**config.mk**
```make
export PLATFORM = sky130hd
export DESIGN_NAME = dual_input_filter_irq_diag
export DESIGN_NICKNAME = d
export VERILOG_FILES = /design/src/verilog/dual_input_pkg.sv /design/src/verilog/dual_input_filter_irq_diag.sv
export SDC_FILE = /design/constraint.sdc
export NUM_CORES = 1
export LEC_CHECK = 0
export BUFFER_PORTS_ARGS = -buffer_cell sky130_fd_sc_hd__buf_2
export CAP_MARGIN = 25
export CELL_PAD_IN_SITES_DETAIL_PLACEMENT = 1
export CELL_PAD_IN_SITES_GLOBAL_PLACEMENT = 2
export CORE_MARGIN = 8
export CORE_UTILIZATION = 40
export CTS_CLUSTER_DIAMETER = 40
export CTS_CLUSTER_SIZE = 40
export DETAILED_ROUTE_END_ITERATION = 8
export PLACE_DENSITY = 0.93
export REMOVE_ABC_BUFFERS = 1
export SLEW_MARGIN = 10
export SYNTH_ARGS = -nofsm -noshare
export SYNTH_HDL_FRONTEND = slang
export SYNTH_SLANG_ARGS = --single-unit
```
**constraint.sdc**
```tcl
create_clock -name clk -period 7.25 [get_ports clk]
set_clock_uncertainty 0.15 [all_clocks]
set_input_delay 0 -clock clk [delete_from_list [all_inputs] [get_ports clk]]
set_output_delay 0 -clock clk [all_outputs]
set_load 0.02 [all_outputs]
```
**src/verilog/dual_input_pkg.sv**
```systemverilog
// Constants for the two-channel filtered input, process interrupt and diagnostic block
package dual_input_pkg;
  // Timebase
  localparam int CLK_PERIOD_NS = 10;
  localparam int TICK_PERIOD_NS = 1000;
  localparam int TICK_CYCLES = (TICK_PERIOD_NS + CLK_PERIOD_NS - 1) / CLK_PERIOD_NS;
  localparam int TICKER_WIDTH = 32;
  localparam int STAMP_LOW_WIDTH = 16;
  localparam int FILTER_CNT_WIDTH = 12;

  // Parameter record sets and byte positions
  localparam logic [7:0] PREC_DIAG_ENABLE = 8'h00;
  localparam logic [7:0] PREC_INPUT_DELAY = 8'h01;
  localparam logic [7:0] PREC_EDGE_ENABLE = 8'h80;
  localparam logic [4:0] PBYTE_RISING = 5'h00;
  localparam logic [4:0] PBYTE_FALLING = 5'h01;

  // Diagnostic interrupt enable codes
  localparam logic [7:0] DIAG_INTERRUPT_ENABLE_OFF = 8'h00;
  localparam logic [7:0] DIAG_INTERRUPT_ENABLE_ON = 8'h40;

  // Input delay codes and their delays in microseconds
  localparam logic [7:0] DLY_CODE_1US = 8'h00;
  localparam logic [7:0] DLY_CODE_3US = 8'h02;
  localparam logic [7:0] DLY_CODE_10US = 8'h04;
  localparam logic [7:0] DLY_CODE_86US = 8'h07;
  localparam logic [7:0] DLY_CODE_342US = 8'h09;
  localparam logic [7:0] DLY_CODE_2731US = 8'h0C;
  localparam logic [FILTER_CNT_WIDTH-1:0] DLY_US_1 = 12'h001;
  localparam logic [FILTER_CNT_WIDTH-1:0] DLY_US_3 = 12'h003;
  localparam logic [FILTER_CNT_WIDTH-1:0] DLY_US_10 = 12'h00A;
  localparam logic [FILTER_CNT_WIDTH-1:0] DLY_US_86 = 12'h056;
  localparam logic [FILTER_CNT_WIDTH-1:0] DLY_US_342 = 12'h156;
  localparam logic [FILTER_CNT_WIDTH-1:0] DLY_US_2731 = 12'hAAB;

  // Parameter reset values
  localparam logic [7:0] RST_DIAG_INTERRUPT_ENABLE = 8'h00;
  localparam logic [7:0] RST_INPUT_DELAY = 8'h02;
  localparam logic [7:0] RST_EDGE_EN = 8'h00;
  localparam logic [1:0] EDGE_EN_MASK = 2'h3;

  // Diagnostic record sets, lengths and byte positions
  localparam logic [7:0] DREC_SHORT = 8'h00;
  localparam logic [7:0] DREC_FULL = 8'h01;
  localparam logic [4:0] DREC_SHORT_LEN = 5'h04;
  localparam logic [4:0] DREC_FULL_LEN = 5'h14;
  localparam logic [4:0] DBYTE_SUMMARY = 5'h00;
  localparam logic [4:0] DBYTE_MODCLASS = 5'h01;
  localparam logic [4:0] DBYTE_OVERFLOW = 5'h03;
  localparam logic [4:0] DBYTE_CHKIND = 5'h04;
  localparam logic [4:0] DBYTE_BITSPERCH = 5'h05;
  localparam logic [4:0] DBYTE_CHCOUNT = 5'h06;
  localparam logic [4:0] DBYTE_EDGELOST = 5'h07;
  localparam logic [4:0] DBYTE_STAMP0 = 5'h10;
  localparam logic [4:0] DBYTE_STAMP1 = 5'h11;
  localparam logic [4:0] DBYTE_STAMP2 = 5'h12;
  localparam logic [4:0] DBYTE_STAMP3 = 5'h13;

  // Diagnostic field positions
  localparam int SUM_MODULE_FAIL = 0;
  localparam int SUM_EXT_ERROR = 2;
  localparam int SUM_CHANNEL_ERROR = 3;
  localparam int OVF_BUFFER = 3;
  localparam int OVF_IRQ_LOST = 6;

  // Fixed read-only values
  localparam logic [7:0] MODULE_CLASS_INFO = 8'h1F;
  localparam logic [7:0] CHANNEL_KIND = 8'h70;
  localparam logic [7:0] DIAG_BITS_PER_CH = 8'h00;
  localparam logic [7:0] CHANNEL_COUNT = 8'h02;

  // Diagnostic interrupt state
  typedef enum logic [1:0] {
    DIAG_IDLE = 2'b01,
    DIAG_ACTIVE = 2'b10
  } diag_state_t;
endpackage
```
**src/verilog/dual_input_filter_irq_diag.sv**
```systemverilog
// Two-channel input filter, process interrupt record and diagnostic record logic
// Function
// (RULE1) Diagnostic enable byte: 00h turns diagnostic interrupts off, 40h turns them on.
// (RULE2) Per-channel delay byte selects filter; only codes 00h,02h,04h,07h,09h,0Ch allowed.
// (RULE3) Rising-edge enable byte: bit 0 channel 0, bit 1 channel 1; others reserved.
// (RULE4) Falling-edge enable byte: bit 0 channel 0, bit 1 channel 1; others reserved.
// (RULE5) An enabled edge raises a process interrupt toward the controller.
// (RULE6) Process record byte 0 flags edge on channel 0 and channel 1.
// (RULE7) Process record byte 1 holds input levels at the interrupt instant.
// (RULE8) Free-running 32-bit microsecond counter, zero at reset, wraps at maximum.
// (RULE9) Process record carries low 16 counter bits latched at the interrupt.
// (RULE10) When enabled, issue incoming diagnostic interrupt, then going once cause clears.
// (RULE11) Channel events between incoming and going diagnostic interrupts are discarded.
// (RULE12) Fault indicator is on from incoming until going diagnostic interrupt.
// (RULE13) Summary byte: bit 0 module failure, bit 2 external, bit 3 channel error.
// (RULE14) Overflow byte bit 3 marks diagnostic buffer overflow; raises diagnostic interrupt.
// (RULE15) Overflow byte bit 6 marks a lost process interrupt.
// (RULE16) Module information byte reads 1Fh: digital class with channel info.
// (RULE17) Channel type byte reads 70h for digital input.
// (RULE18) Diagnostic bits per channel read 00h, channel count reads 02h.
// (RULE19) Channel error byte flags a lost edge on channel 0 or 1.
// (RULE20) Full diagnostic record is set 01h; first four bytes alone are set 00h.
// (RULE21) Diagnostic record holds full microsecond counter latched at the diagnostic event.
// (RULE22) Controller writes the diagnostic enable record only while the system is stopped.
// (RULE23) Edges and reported levels come from the filtered inputs.
// (RULE24) Enabled edge while a process interrupt is pending sets lost flags, raises diagnostic.
module dual_input_filter_irq_diag
  import dual_input_pkg::*;
#(
  parameter int CYCLES_PER_US = dual_input_pkg::TICK_CYCLES
)
(
  // Clock and reset
  input wire logic clk,
  input wire logic srst,
  // Input pins
  input wire logic [1:0] inputChannel,
  input wire logic extErrorPin,
  // Parameter record writes
  input wire logic paramWrite,
  input wire logic [7:0] paramRecord,
  input wire logic [4:0] paramByte,
  input wire logic [7:0] paramData,
  // Diagnostic record reads
  input wire logic recordRead,
  input wire logic [7:0] recordSet,
  input wire logic [4:0] recordByte,
  output logic recordValid,
  output logic recordError,
  output logic [7:0] recordData,
  // Process interrupt
  output logic procIrq,
  input wire logic procIrqAck,
  output logic [7:0] procEdgeFlags,
  output logic [7:0] procInputSnapshot,
  output logic [dual_input_pkg::STAMP_LOW_WIDTH-1:0] procTimestampLow,
  // Diagnostic interrupt
  output logic diagIrqIncoming,
  output logic diagIrqGoing,
  input wire logic diagAck,
  output logic moduleFaultLed,
  // Filtered input area
  output logic [1:0] inputState
);
  import dual_input_pkg::*;

  // Illegal codes map to zero so the write decode can refuse them
  function automatic logic [FILTER_CNT_WIDTH-1:0] delay_us(input logic [7:0] code);
    case (code)
      DLY_CODE_1US: delay_us = DLY_US_1;
      DLY_CODE_3US: delay_us = DLY_US_3;
      DLY_CODE_10US: delay_us = DLY_US_10;
      DLY_CODE_86US: delay_us = DLY_US_86;
      DLY_CODE_342US: delay_us = DLY_US_342;
      DLY_CODE_2731US: delay_us = DLY_US_2731;
      default: delay_us = '0;
    endcase
  endfunction

  // Pin synchronisers
  logic [2:0] pinMeta_ff;
  logic [2:0] pinSync_ff;
  // Timebase
  logic [15:0] preCnt_ff;
  logic usTick_ff;
  logic [TICKER_WIDTH-1:0] ticker_ff;
  // Parameters
  logic [7:0] diagEnable_ff;
  logic [7:0] delayCode_ff [2];
  logic [1:0] riseEn_ff;
  logic [1:0] fallEn_ff;
  // Filter
  logic [FILTER_CNT_WIDTH-1:0] filtCnt_ff [2];
  logic [1:0] filt_ff;
  logic [1:0] filtPrev_ff;
  // Process interrupt record
  logic procPending_ff;
  logic [1:0] procEdge_ff;
  logic [1:0] procSnap_ff;
  logic [STAMP_LOW_WIDTH-1:0] procStamp_ff;
  // Diagnostic record
  logic [1:0] edgeLost_ff;
  logic irqLost_ff;
  logic overflow_ff;
  logic [TICKER_WIDTH-1:0] diagStamp_ff;
  diag_state_t diagState_ff;
  diag_state_t nxt_diagState;
  logic incoming_ff;
  logic going_ff;
  // Read port
  logic rdValid_ff;
  logic rdErr_ff;
  logic [7:0] rdData_ff;

  // Decode
  wire tickWrap = (preCnt_ff == 16'(CYCLES_PER_US - 1));
  wire [15:0] nxt_preCnt = tickWrap ? 16'h0000 : preCnt_ff + 16'h0001;
  wire extErr = pinSync_ff[2];
  wire diagOn = (diagEnable_ff == DIAG_INTERRUPT_ENABLE_ON);
  wire diagBusy = (diagState_ff == DIAG_ACTIVE);
  wire wrDiagEn = paramWrite && (paramRecord == PREC_DIAG_ENABLE) && (paramByte == 5'h00)
    && ((paramData == DIAG_INTERRUPT_ENABLE_OFF) || (paramData == DIAG_INTERRUPT_ENABLE_ON));
  wire wrDelayRec = paramWrite && (paramRecord == PREC_INPUT_DELAY)
    && (delay_us(paramData) != '0);
  wire wrEdgeRec = paramWrite && (paramRecord == PREC_EDGE_ENABLE);
  wire wrRise = wrEdgeRec && (paramByte == PBYTE_RISING);
  wire wrFall = wrEdgeRec && (paramByte == PBYTE_FALLING);

  // Edge events on the filtered levels
  wire [1:0] riseEv = filt_ff & ~filtPrev_ff & riseEn_ff; // RULE3 RULE23
  wire [1:0] fallEv = ~filt_ff & filtPrev_ff & fallEn_ff; // RULE4 RULE23
  wire [1:0] edgeEv = riseEv | fallEv;
  wire anyEv = |edgeEv;
  wire accepted = anyEv && !diagBusy; // RULE11
  wire pendStays = procPending_ff && !procIrqAck;
  // Ack and a new edge in one cycle: the new record wins
  wire newProc = accepted && !pendStays; // RULE5
  wire lostEv = accepted && pendStays; // RULE24
  // A new loss wins over an ack in the same cycle
  wire [1:0] nxt_edgeLost = (diagAck ? 2'b00 : edgeLost_ff) | (lostEv ? edgeEv : 2'b00);
  wire nxt_irqLost = (irqLost_ff && !diagAck) || lostEv; // RULE15
  // Discarded events count as a diagnostic buffer overflow
  wire nxt_overflow = (overflow_ff && !diagAck) || (anyEv && diagBusy); // RULE14
  wire diagCause = (|edgeLost_ff) || irqLost_ff || overflow_ff || extErr;

  // Diagnostic record bytes
  wire [7:0] summaryByte = (8'(diagCause) << SUM_MODULE_FAIL)
    | (8'(extErr) << SUM_EXT_ERROR) | (8'(|edgeLost_ff) << SUM_CHANNEL_ERROR); // RULE13
  wire [7:0] overflowByte = (8'(overflow_ff) << OVF_BUFFER)
    | (8'(irqLost_ff) << OVF_IRQ_LOST); // RULE14 RULE15
  // Short set exposes only the first four bytes
  wire shortOk = (recordSet == DREC_SHORT) && (recordByte < DREC_SHORT_LEN);
  wire fullOk = (recordSet == DREC_FULL) && (recordByte < DREC_FULL_LEN);
  wire recOk = shortOk || fullOk; // RULE20
  logic [7:0] recByteVal;

  always_comb
  begin
    case (recordByte)
      DBYTE_SUMMARY: recByteVal = summaryByte;
      DBYTE_MODCLASS: recByteVal = MODULE_CLASS_INFO; // RULE16
      DBYTE_OVERFLOW: recByteVal = overflowByte;
      DBYTE_CHKIND: recByteVal = CHANNEL_KIND; // RULE17
      DBYTE_BITSPERCH: recByteVal = DIAG_BITS_PER_CH; // RULE18
      DBYTE_CHCOUNT: recByteVal = CHANNEL_COUNT; // RULE18
      DBYTE_EDGELOST: recByteVal = {6'h00, edgeLost_ff}; // RULE19
      DBYTE_STAMP0: recByteVal = diagStamp_ff[7:0]; // RULE21
      DBYTE_STAMP1: recByteVal = diagStamp_ff[15:8];
      DBYTE_STAMP2: recByteVal = diagStamp_ff[23:16];
      DBYTE_STAMP3: recByteVal = diagStamp_ff[31:24];
      default: recByteVal = 8'h00;
    endcase
  end

  always_comb
  begin
    nxt_diagState = diagState_ff;
    case (diagState_ff)
      DIAG_IDLE:
        if (diagOn && diagCause)
        begin
          nxt_diagState = DIAG_ACTIVE; // RULE10
        end
      // Going follows by itself once every cause has cleared
      DIAG_ACTIVE:
        if (!diagCause)
        begin
          nxt_diagState = DIAG_IDLE; // RULE10
        end
      default: nxt_diagState = DIAG_IDLE;
    endcase
  end

  always_ff @(posedge clk)
  begin
    // Only the second stage is read by any logic
    pinMeta_ff <= {extErrorPin, inputChannel};
    pinSync_ff <= pinMeta_ff;
  end

  always_ff @(posedge clk)
  begin
    if (srst)
    begin
      preCnt_ff <= 16'h0000;
      usTick_ff <= 1'b0;
      ticker_ff <= '0;
    end
    else
    begin
      // Prescaler gives a one-cycle tick per microsecond
      preCnt_ff <= nxt_preCnt;
      usTick_ff <= tickWrap;
      if (usTick_ff)
      begin
        // All ones rolls over to zero by itself
        ticker_ff <= ticker_ff + 32'h0000_0001; // RULE8
      end
    end
  end

  // Parameters; reserved bits and illegal codes are not stored
  always_ff @(posedge clk)
  begin
    if (srst)
    begin
      diagEnable_ff <= RST_DIAG_INTERRUPT_ENABLE;
      riseEn_ff <= RST_EDGE_EN[1:0];
      fallEn_ff <= RST_EDGE_EN[1:0];
    end
    else
    begin
      // Only the two defined enable codes are stored
      if (wrDiagEn)
      begin
        diagEnable_ff <= paramData; // RULE1 RULE22
      end
      if (wrRise)
      begin
        riseEn_ff <= paramData[1:0] & EDGE_EN_MASK; // RULE3
      end
      if (wrFall)
      begin
        fallEn_ff <= paramData[1:0] & EDGE_EN_MASK; // RULE4
      end
    end
  end

  // Filter: level passes once stable for the selected number of microseconds
  for (genvar ch = 0; ch < 2; ch++)
  begin : gen_filter
    // Count restarts when the pin agrees again, so short glitches never pass
    wire stable = (pinSync_ff[ch] == filt_ff[ch]);
    wire expired = usTick_ff && (filtCnt_ff[ch] + 12'h001 >= delay_us(delayCode_ff[ch]));
    always_ff @(posedge clk)
    begin
      if (srst)
      begin
        delayCode_ff[ch] <= RST_INPUT_DELAY;
        filtCnt_ff[ch] <= '0;
        filt_ff[ch] <= 1'b0;
      end
      else
      begin
        if (wrDelayRec && (paramByte == 5'(ch)))
        begin
          delayCode_ff[ch] <= paramData; // RULE2
        end
        if (stable || expired)
        begin
          filtCnt_ff[ch] <= '0;
        end
        else if (usTick_ff)
        begin
          filtCnt_ff[ch] <= filtCnt_ff[ch] + 12'h001;
        end
        if (!stable && expired)
        begin
          filt_ff[ch] <= pinSync_ff[ch]; // RULE2 RULE23
        end
      end
    end
  end

  always_ff @(posedge clk)
  begin
    if (srst)
    begin
      filtPrev_ff <= 2'b00;
      procPending_ff <= 1'b0;
      procEdge_ff <= 2'b00;
      procSnap_ff <= 2'b00;
      procStamp_ff <= '0;
    end
    else
    begin
      filtPrev_ff <= filt_ff;
      // Ack drops the request; the record stays until the next accepted edge
      procPending_ff <= newProc || pendStays; // RULE5
      if (newProc)
      begin
        procEdge_ff <= edgeEv; // RULE6
        procSnap_ff <= filt_ff; // RULE7
        procStamp_ff <= ticker_ff[STAMP_LOW_WIDTH-1:0]; // RULE9
      end
    end
  end

  always_ff @(posedge clk)
  begin
    if (srst)
    begin
      edgeLost_ff <= 2'b00;
      irqLost_ff <= 1'b0;
      overflow_ff <= 1'b0;
      diagStamp_ff <= '0;
      diagState_ff <= DIAG_IDLE;
      incoming_ff <= 1'b0;
      going_ff <= 1'b0;
    end
    else
    begin
      edgeLost_ff <= nxt_edgeLost; // RULE19 RULE24
      irqLost_ff <= nxt_irqLost;
      overflow_ff <= nxt_overflow;
      diagState_ff <= nxt_diagState;
      incoming_ff <= !diagBusy && (nxt_diagState == DIAG_ACTIVE); // RULE10
      going_ff <= diagBusy && (nxt_diagState == DIAG_IDLE); // RULE10
      // Stamp only on the incoming transition, not while active
      if (!diagBusy && (nxt_diagState == DIAG_ACTIVE))
      begin
        diagStamp_ff <= ticker_ff; // RULE21
      end
    end
  end

  always_ff @(posedge clk)
  begin
    if (srst)
    begin
      rdValid_ff <= 1'b0;
      rdErr_ff <= 1'b0;
      rdData_ff <= 8'h00;
    end
    else
    begin
      rdValid_ff <= recordRead;
      // Refused reads answer with the error strobe and zero data
      rdErr_ff <= recordRead && !recOk;
      rdData_ff <= (recordRead && recOk) ? recByteVal : 8'h00; // RULE20
    end
  end

  assign recordValid = rdValid_ff;
  assign recordError = rdErr_ff;
  assign recordData = rdData_ff;
  assign procIrq = procPending_ff;
  // Reserved bits of the record bytes read as zero
  assign procEdgeFlags = {6'h00, procEdge_ff};
  assign procInputSnapshot = {6'h00, procSnap_ff};
  assign procTimestampLow = procStamp_ff;
  assign diagIrqIncoming = incoming_ff;
  assign diagIrqGoing = going_ff;
  assign moduleFaultLed = diagState_ff[1]; // RULE12
  assign inputState = filt_ff;
endmodule

```
==> results of run 1 <==
[report_power, final]
part	internal [mW]	leakage [nW]	switching, mW
combinational	0.0517	1.92	0.0934
sequential	1.05	1.56	0.0149
clock	0.516	0.285	0.430
total	1.62	3.77	0.538
[cells by family after synthesis]
family,Yosys count
AND/OR/NAND/NOR,390
flip-flops,182
AO/OA/AOI/OAI,149
buffers and inverters,81
XOR/XNOR,61
multiplexers,37
adder cells (fa/ha/maj),28
other,1
[cell type report]
type | instances | area, sq um | share of cell area, %
antenna | 1 | 2.50 | 0.0244
tap | 275 | 344 | 3.36
inverter | 25 | 93.8 | 0.915
sequential | 182 | 4040 | 39.4
clock inverter | 15 | 166 | 1.62
multi-input combinational | 685 | 4300 | 41.9
timing repair buffer | 128 | 877 | 8.55
clock buffer | 17 | 425 | 4.15
[cell usage after synthesis, drive strengths merged, types with 8 or more instances]
master / instances / area (sq um)
xor2: 29 / 254
edfxtp: 40 / 1200
a211oi: 10 / 75.1
nor2: 114 / 428
nand4: 18 / 119
nor4: 25 / 169
dfxtp: 142 / 2840
nor3b: 11 / 82.6
nand3: 68 / 345
inv: 25 / 93.8
nand2b: 9 / 56.3
nand2: 47 / 176
and2: 14 / 87.6
or3: 8 / 50.1
a21oi: 53 / 265
nor2b: 22 / 138
ha: 28 / 350
xnor2: 32 / 280
nor3: 20 / 100
clkbuf: 33 / 124
buf: 23 / 143
mux2i: 30 / 300
o21ai: 53 / 265
[per-stage QoR]
stage	area (sq um)	setup WS [ps]	utilization [%]
2_1_floorplan	8420	3530	-
3_3_place_gp	9230	3950	43.8
3_5_place_dp	9240	3750	43.8
4_1_cts	10300	3700	48.6
5_1_grt	10300	3510	48.6
6_report	10300	3730	48.6
[sequential cells by signal, summed over array words and instances, names as in the netlist, 2 cells and up]
signal / cells
pinMeta_ff: 3
fallEn_ff: 2
riseEn_ff: 2
filtPrev_ff: 2
inputState: 2
procTimestampLow: 16
recordData: 8
procEdge_ff: 2
diagEnable_ff: 8
procSnap_ff: 2
preCnt_ff: 16
pinSync_ff: 3
filtCnt_ff: 24
delayCode_ff: 16
ticker_ff: 32
diagStamp_ff: 32
edgeLost_ff: 2
diagState_ff: 2
[repair_timing]
item | in CTS | in global routing
hold endpoints to repair | 68 | 0
hold buffers | 42 | 0
gates resized for setup | 0 | 0
[how the worst max path moves through the flow]
| stage | endpoint | slack (ps) | cells past startpoint |
|---|---|---|---|
| floorplan | procSnap_ff[0] | 3530 | 5 |
| global placement | filtCnt_ff[0][9] | 3950 | 10 |
| detailed placement | filtCnt_ff[0][11] | 3750 | 10 |
| CTS | filtCnt_ff[0][11] | 3700 | 10 |
| global route | filtCnt_ff[0][11] | 3510 | 10 |
| finish | filtCnt_ff[0][11] | 3730 | 10 |
[metal layers]
layer  up-vias  track usage (%)  part of all wire (%)
met5         -                0                     0
met1      3539             20.9                    45
met2       108             30.4                    50
met3        32             3.72                   3.8
met4         0             5.92                   1.5
li1       3497                -                     -
[worst reg2reg max path: stages, from the launching register on]
cell and delay (ps):
edfxtp_1 380, nor4_1 540, nor2b_1 290, nand3_1 200, ha_1 360, nand4_1 110, nor2_1 130, a211oi_1 100
o311ai_0 680, buf_4 280, nor2b_1 60
==> impl_metrics.env, run 1 <==
export IMPL_async_flop_share_pct=0
export IMPL_grt_setup_unrepaired="false"
export IMPL_critical_path_cell_chain="nor4_1, nor2b_1, nand3_1, ha_1, nand4_1, nor2_1, a211oi_1, o311ai_0, buf_4, nor2b_1"
export IMPL_synth_seq_cells=182
export IMPL_critPathSlowestCell="o311ai_0"
export IMPL_hold_ws_ps=47.3
export IMPL_crit_fanout=8
export IMPL_drcViolationCount=0
export IMPL_holdPathEnd="pinMeta_ff[1]"
export IMPL_grt_pass1_vias=7517
export IMPL_layout_common_cells="dfxtp_1, nor2_1, buf_2"
export IMPL_ant_nets=0
export IMPL_yosys_warnings=0
export IMPL_muxShareOfSynthArea_pct=5.05
export IMPL_num_vias=7176
export IMPL_worst_pin_slew_ps=861
export IMPL_max_cap_violations=0
export IMPL_layout_commonest_cell="dfxtp_1"
export IMPL_finalMaxSlewViolations=0
export IMPL_peakVddDrop_mv=0.142
export IMPL_gp_congestion=0.777
export IMPL_tns_ps=0
export IMPL_pwr_density_cell_nw_per_um2=210
export IMPL_status="complete, no violations"
export IMPL_die_w_um=163
export IMPL_cts_setup_buffers=0
export IMPL_slowest_delay_ps=680
export IMPL_synth_top_family_by_area="simple AND/OR/NAND/NOR gates"
export IMPL_synth_area_sq_um=8620
export IMPL_drt_wirelength_per_cell_um=17.4
export IMPL_fmax_ghz=0.284
export IMPL_floorplan_die_area_sq_um=26500
export IMPL_pin_count=91
export IMPL_power_mw=2.16
export IMPL_min_path_type="input port to flip-flop"
export IMPL_p_leak_nw=3.77
export IMPL_reg2reg_depth=10
export IMPL_cp_top_family="simple AND/OR/NAND/NOR gates"
export IMPL_grt_ovfl_total=0
export IMPL_chipHeight_um=163
export IMPL_r2r_start="delayCode_ff[0][5]"
export IMPL_clk_pin_slew_ps=70
export IMPL_antenna_found_initial=1
export IMPL_maxSlewHeadroom_pct=42.1
export IMPL_avgViaCountPerCell=5.40
export IMPL_setup_viol=0
export IMPL_arrival_ps=3560
export IMPL_min_from="inputChannel[1]"
export IMPL_clk_latency_ps=440
export IMPL_synth_simple_area_share_pct=23.4
export IMPL_synth_area_per_cell_sq_um=9.28
export IMPL_crit_required_ps=7290
export IMPL_cts_root_buffer="clkbuf_16"
export IMPL_rows=53
export IMPL_syn_instance_count=929
export IMPL_crit_path_end_kind="flip-flop"
export IMPL_final_nets=1110
export IMPL_path_common_cell="nor2b_1"
export IMPL_core_area_sq_um=21100
export IMPL_grt_max_degree=59
export IMPL_first_pass_iters=4
export IMPL_synth_adder_area_share_pct=4.07
export IMPL_track_usage_pct=17.4
export IMPL_synth_compound_area_share_pct=10.1
export IMPL_period_share_pct=48.6
export IMPL_clock_sinks=182
export IMPL_synth_xor_area_share_pct=6.20
export IMPL_cp_start_kind="flip-flop"
export IMPL_synth_cell_type_count=61
export IMPL_hold_depth=2
export IMPL_areaGrowthSynthToFinish_pct=19.0
export IMPL_final_cells=1328
export IMPL_startpoint="delayCode_ff[0][5]"
export IMPL_htreeDepth=4
export IMPL_r2r_setup_slack_ps=3730
export IMPL_numCtsBuffers=17
export IMPL_dp_cells=1253
export IMPL_reg2reg_to="filtCnt_ff[0][11]"
export IMPL_initial_core_util_pct=40.9
export IMPL_drive_above_1_share_pct=13.4
export IMPL_fillers=2454
export IMPL_synth_edf_count=40
export IMPL_grt_pass1_wl_um=37600
export IMPL_ys_seq_area_share_pct=46.9
export IMPL_io_buffer_count=78
export IMPL_dpl_hpwl_um=15700
export IMPL_clockBufferDepth=2
export IMPL_crit_buf_inv=1
export IMPL_first_iter_violations=368
export IMPL_dominantRegCellSynth="dfxtp_1"
export IMPL_min_period_ps=3520
export IMPL_totalWireLength_um=23100
export IMPL_finalHoldViolCount=0
export IMPL_critPathKind="flip-flop to flip-flop"
export IMPL_cts_tree="done"
(Power assumes the default switching activity.)
==> run 2: changes to the inputs <==
CORE_UTILIZATION = 33   (was 40)
PLACE_DENSITY = 0.83   (was 0.93)
clock period = 3.1 ns   (was 7.25 ns; I/O delays follow)
==> run 2 against run 1 <==
Effect of this change:
- global-route usage fell by 2.4 points
- cell count increased by 5.3%
- critical path depth down 1
- largest power group unchanged
==> impl_metrics.env, run 2 (synthesis gave the netlist of run 1 again) <==
export IMPL_critical_path_cell_chain="nand2_1, or4_4, nor2_1, xor2_1, ha_1, nand3_2, o311ai_4, buf_4, nor3b_1"
export IMPL_critPathSlowestCell="or4_4"
export IMPL_core_area_sq_um=25800
export IMPL_min_period_ps=3000
export IMPL_min_path_type="input port to flip-flop"
export IMPL_largestRegisters="diagStamp_ff (32), ticker_ff (32), filtCnt_ff (24)"
export IMPL_finalMaxSlewViolations=0
export IMPL_totalWireLength_um=23600
export IMPL_period_share_pct=96.9
export IMPL_clk_latency_ps=440
export IMPL_cts_root_buffer="clkbuf_16"
export IMPL_final_nets=1121
export IMPL_clock_sinks=182
export IMPL_areaGrowthSynthToFinish_pct=21.7
export IMPL_gp_congestion=0.770
export IMPL_crit_required_ps=3120
export IMPL_clk_pin_slew_ps=70
export IMPL_fmax_ghz=0.333
export IMPL_status="complete, no violations"
export IMPL_stdcell_area_sq_um=10500
export IMPL_chipHeight_um=178
export IMPL_cts_tree="done"
export IMPL_max_cap_violations=0
export IMPL_clockBufferDepth=2
export IMPL_crit_path_end_kind="flip-flop"
export IMPL_io_buffer_count=78
export IMPL_floorplan_die_area_sq_um=31500
export IMPL_arrival_ps=3020
export IMPL_grt_max_degree=51
export IMPL_drcViolationCount=0
export IMPL_p_leak_nw=3.83
export IMPL_layout_common_cells="dfxtp_1, nor2_1, buf_2"
export IMPL_maxSlewHeadroom_pct=48.9
export IMPL_pin_count=91
export IMPL_cp_start_kind="flip-flop"
export IMPL_drive_above_1_share_pct=16.6
export IMPL_slowest_delay_ps=560
export IMPL_drt_wirelength_per_cell_um=16.9
export IMPL_dpl_hpwl_um=16300
export IMPL_peakVddDrop_mv=0.342
export IMPL_htreeDepth=4
export IMPL_grt_pass1_wl_um=38100
export IMPL_pwr_density_cell_nw_per_um2=476
export IMPL_finalHoldViolCount=0
export IMPL_avgViaCountPerCell=5.09
export IMPL_first_pass_iters=5
export IMPL_r2r_setup_slack_ps=100
export IMPL_n_antenna_cell=0
export IMPL_ant_nets=0
export IMPL_initial_core_util_pct=33.4
export IMPL_grt_pass1_vias=7219
export IMPL_track_usage_pct=15.0
export IMPL_die_w_um=178
export IMPL_worst_pin_slew_ps=760
export IMPL_rows=59
export IMPL_critPathKind="flip-flop to flip-flop"
export IMPL_fillers=3029
export IMPL_numCtsBuffers=17
export IMPL_crit_fanout=6
export IMPL_setup_viol=0
export IMPL_num_vias=7119
export IMPL_layout_commonest_cell="dfxtp_1"
export IMPL_first_iter_violations=345
export IMPL_grt_ovfl_total=0
export IMPL_post_dp_cell_area_sq_um=9400
export IMPL_fin_util_pct=40.6
export IMPL_antenna_found_initial=0
[run 2: final timing paths]
| path | cells after the start | startpoint | to |
|---|---|---|---|
| worst min register to register | 0 | pinMeta_ff[0] | pinSync_ff[0] |
| worst max-delay path | 9 | filtCnt_ff[1][0] | filtCnt_ff[1][9] |
| worst max register to register | 9 | filtCnt_ff[1][0] | filtCnt_ff[1][9] |
| worst min-delay path | 5 | paramByte[4] | delayCode_ff[0][1] |
[run 2: metal layers]
metal	vias up	share of wire [%]	track usage (%)
met5	-	0	0
met4	0	0.83	3.61
met3	13	4.4	3.57
met2	112	47	24.7
met1	3470	47	19.5
li1	3524	-	-
[run 2: layout make-up]
class	count	area (sq um)	area share, %
multi-input combinational	685	4410	42.0
sequential	182	4040	38.6
timing repair buffer	139	953	9.09
inverter	25	93.8	0.895
clock buffer	20	478	4.56
tap	335	419	4.00
clock inverter	12	92.6	0.883
[run 2: metrics by stage]
stage | hold WS [ps] | setup TNS, ps | worst slack (ps) | std cells | power (mW)
2_1_floorplan | -122 | -18450 | -620 | 892 | 2.71
3_3_place_gp | -45.2 | 0 | 138 | 1323 | 2.85
3_5_place_dp | -45.2 | 0 | 44.7 | 1323 | 2.86
4_1_cts | 13.3 | 0 | 12.5 | 1391 | 5.02
5_1_grt | 48.4 | -165 | -34.4 | 1398 | 5.20
6_report | 11.5 | 0 | 97.2 | 1398 | 4.99
[run 2: report_power, final]
part,internal (mW),switching [mW],total [mW]
Sequential,2.46,0.0362,2.50
Clock,1.13,0.998,2.13
Combinational,0.141,0.232,0.373
Total,3.73,1.27,4.99
[run 2: worst max-delay path: cells and delay by family (launching register included)]
family | cells | cell delay [ps]
buffers and inverters | 1 | 220
AO/OA/AOI/OAI | 1 | 350
XOR/XNOR | 1 | 260
AND/OR/NAND/NOR | 5 | 1080
adder cells (fa/ha/maj) | 1 | 260
flip-flops | 1 | 420
[run 2: timing repair]
| item | CTS | global route |
|---|---|---|
| gates cloned | 0 | 1 |
| pin swaps | 0 | 6 |
| setup endpoints to repair | 1 | 24 |
| hold endpoints to repair | 40 | 0 |
| resized for setup | 1 | 26 |
| setup buffers | 0 | 6 |
| hold buffers | 36 | 0 |
==> run 3: changes to the inputs <==
RECOVER_POWER = 50   (was unset)
==> run 3 against run 2 <==
Effect of this change:
- cell area decreased by 0.68%
- sequential cell count unchanged
- count of clock-buffer cells in the layout unchanged
- clock power about the same
- combinational power about the same
- global-route usage unchanged
- critical path depth unchanged
- non-clock buffer count unchanged
- wire length about the same
- utilization decreased by 0.28 points
- largest power group unchanged
==> impl_metrics.env, run 3 (synthesis gave the netlist of run 1 again) <==
export IMPL_fillers=3048
export IMPL_pin_count=91
export IMPL_totalWireLength_um=23600
export IMPL_first_pass_iters=4
export IMPL_rows=59
export IMPL_max_cap_violations=0
export IMPL_initial_core_util_pct=33.4
export IMPL_cts_root_buffer="clkbuf_16"
export IMPL_setup_viol=0
export IMPL_clockBufferDepth=2
export IMPL_cts_tree="done"
export IMPL_chipHeight_um=178
export IMPL_layout_common_cells="dfxtp_1, nor2_1, nand3_1"
export IMPL_drt_wirelength_per_cell_um=16.9
export IMPL_finalHoldViolCount=0
export IMPL_track_usage_pct=15.0
export IMPL_io_buffer_count=78
export IMPL_largestRegisters="diagStamp_ff (32), ticker_ff (32), filtCnt_ff (24)"
export IMPL_floorplan_die_area_sq_um=31500
export IMPL_setup_ws_ps=97.2
export IMPL_drive_above_1_share_pct=13.0
export IMPL_n_antenna_cell=0
export IMPL_grt_max_degree=51
export IMPL_hold_ws_ps=13.4
export IMPL_crit_fanout=6
export IMPL_drcViolationCount=0
export IMPL_final_cells=1398
export IMPL_grt_pass1_wl_um=38100
export IMPL_fmax_ghz=0.333
export IMPL_worst_pin_slew_ps=1410
export IMPL_critPathKind="flip-flop to flip-flop"
export IMPL_avgViaCountPerCell=5.09
export IMPL_peakVddDrop_mv=0.340
export IMPL_grt_pass1_vias=7219
export IMPL_min_period_ps=3000
export IMPL_pwr_density_cell_nw_per_um2=479
export IMPL_areaGrowthSynthToFinish_pct=20.9
export IMPL_status="complete, no violations"
export IMPL_clk_latency_ps=440
export IMPL_core_area_sq_um=25800
export IMPL_p_leak_nw=3.66
export IMPL_stdcell_area_sq_um=10400
export IMPL_clk_pin_slew_ps=70
export IMPL_antenna_found_initial=0
export IMPL_crit_required_ps=3120
export IMPL_finalMaxSlewViolations=0
export IMPL_tns_ps=0
export IMPL_slowest_delay_ps=560
export IMPL_maxSlewHeadroom_pct=5.72
export IMPL_cp_start_kind="flip-flop"
export IMPL_num_vias=7120
export IMPL_ant_nets=0
export IMPL_clock_sinks=182
export IMPL_crit_path_end_kind="flip-flop"
export IMPL_dp_cells=1323
export IMPL_layout_commonest_cell="dfxtp_1"
export IMPL_grt_ovfl_total=0
export IMPL_final_nets=1121
export IMPL_first_iter_violations=380
export IMPL_htreeDepth=4
export IMPL_post_dp_cell_area_sq_um=9400
export IMPL_numCtsBuffers=17
export IMPL_gp_congestion=0.770
export IMPL_place_ws_ps=44.7
export IMPL_dpl_hpwl_um=16300
export IMPL_critPathSlowestCell="or4_4"
export IMPL_min_path_type="input port to flip-flop"
export IMPL_arrival_ps=3020
export IMPL_critical_path_cell_chain="nand2_1, or4_4, nor2_1, xor2_1, ha_1, nand3_2, o311ai_4, buf_4, nor3b_1"
export IMPL_die_w_um=178
export IMPL_period_share_pct=96.9
-- run 3: changes by cell type in the layout (fill, tap and decap cells not counted), sizes merged --
cell    before  now
buf        103   64
clkbuf      20   59
-- run 3: final timing paths --
path / slack (ps) / cells past startpoint / end / from
max: 100 / 9 / filtCnt_ff[1][9] / filtCnt_ff[1][0]
min: 10 / 5 / delayCode_ff[0][1] / paramByte[4]
max reg2reg: 100 / 9 / filtCnt_ff[1][9] / filtCnt_ff[1][0]
min reg2reg: 190 / 0 / pinSync_ff[0] / pinMeta_ff[0]
-- run 3: report_power, final --
part	leakage [nW]	switching [mW]	total [mW]	internal, mW
Sequential	1.56	0.0362	2.50	2.46
Combinational	1.81	0.232	0.371	0.139
Clock	0.284	0.996	2.13	1.13
Total	3.66	1.26	4.99	3.73
-- run 3: metal layers --
layer	vias to the layer above	routed length (um)	global-route usage, %
li1	3523	-	-
met4	0	325	3.61
met3	20	1040	3.57
met5	-	0	0
met1	3459	11100	19.5
met2	118	11100	24.7
-- run 3: critical path, delay by kind of cell (launching register included) --
kind                       cells  cell delay [ps]
AOI/OAI and AO/OA              1              350
and+or+nand+nor                5             1080
DFF                            1              420
xor gates and xnor gates       1              260
buffers and inverters          1              220
adders and majority gates      1              260
-- run 3: per-stage QoR --
stage	total power, mW	util [%]
after floorplan	2.71	-
after global placement	2.85	36.4
after detailed placement	2.86	36.4
after CTS	5.02	40.0
after global routing	5.20	40.3
final	4.99	40.3
-- run 3: repair_timing --
action / 4_1_cts / 5_1_grt
setup endpoints to repair: 1 / 24
gates cloned: 0 / 1
pin swaps: 0 / 6
endpoints found under the hold margin: 40 / 0
hold buffers: 36 / 0
setup buffers: 0 / 6
gates resized for setup: 1 / 26
-- run 3: final cells by class --
class	count	area, sq um	share of cell area [%]
flip-flops and latches	182	4040	38.8
multi-input cells	685	4390	42.1
clock buffers	20	478	4.59
inverters	25	93.8	0.901
clock inverters	12	92.6	0.889
well taps	335	419	4.02
repair buffers	139	900	8.64
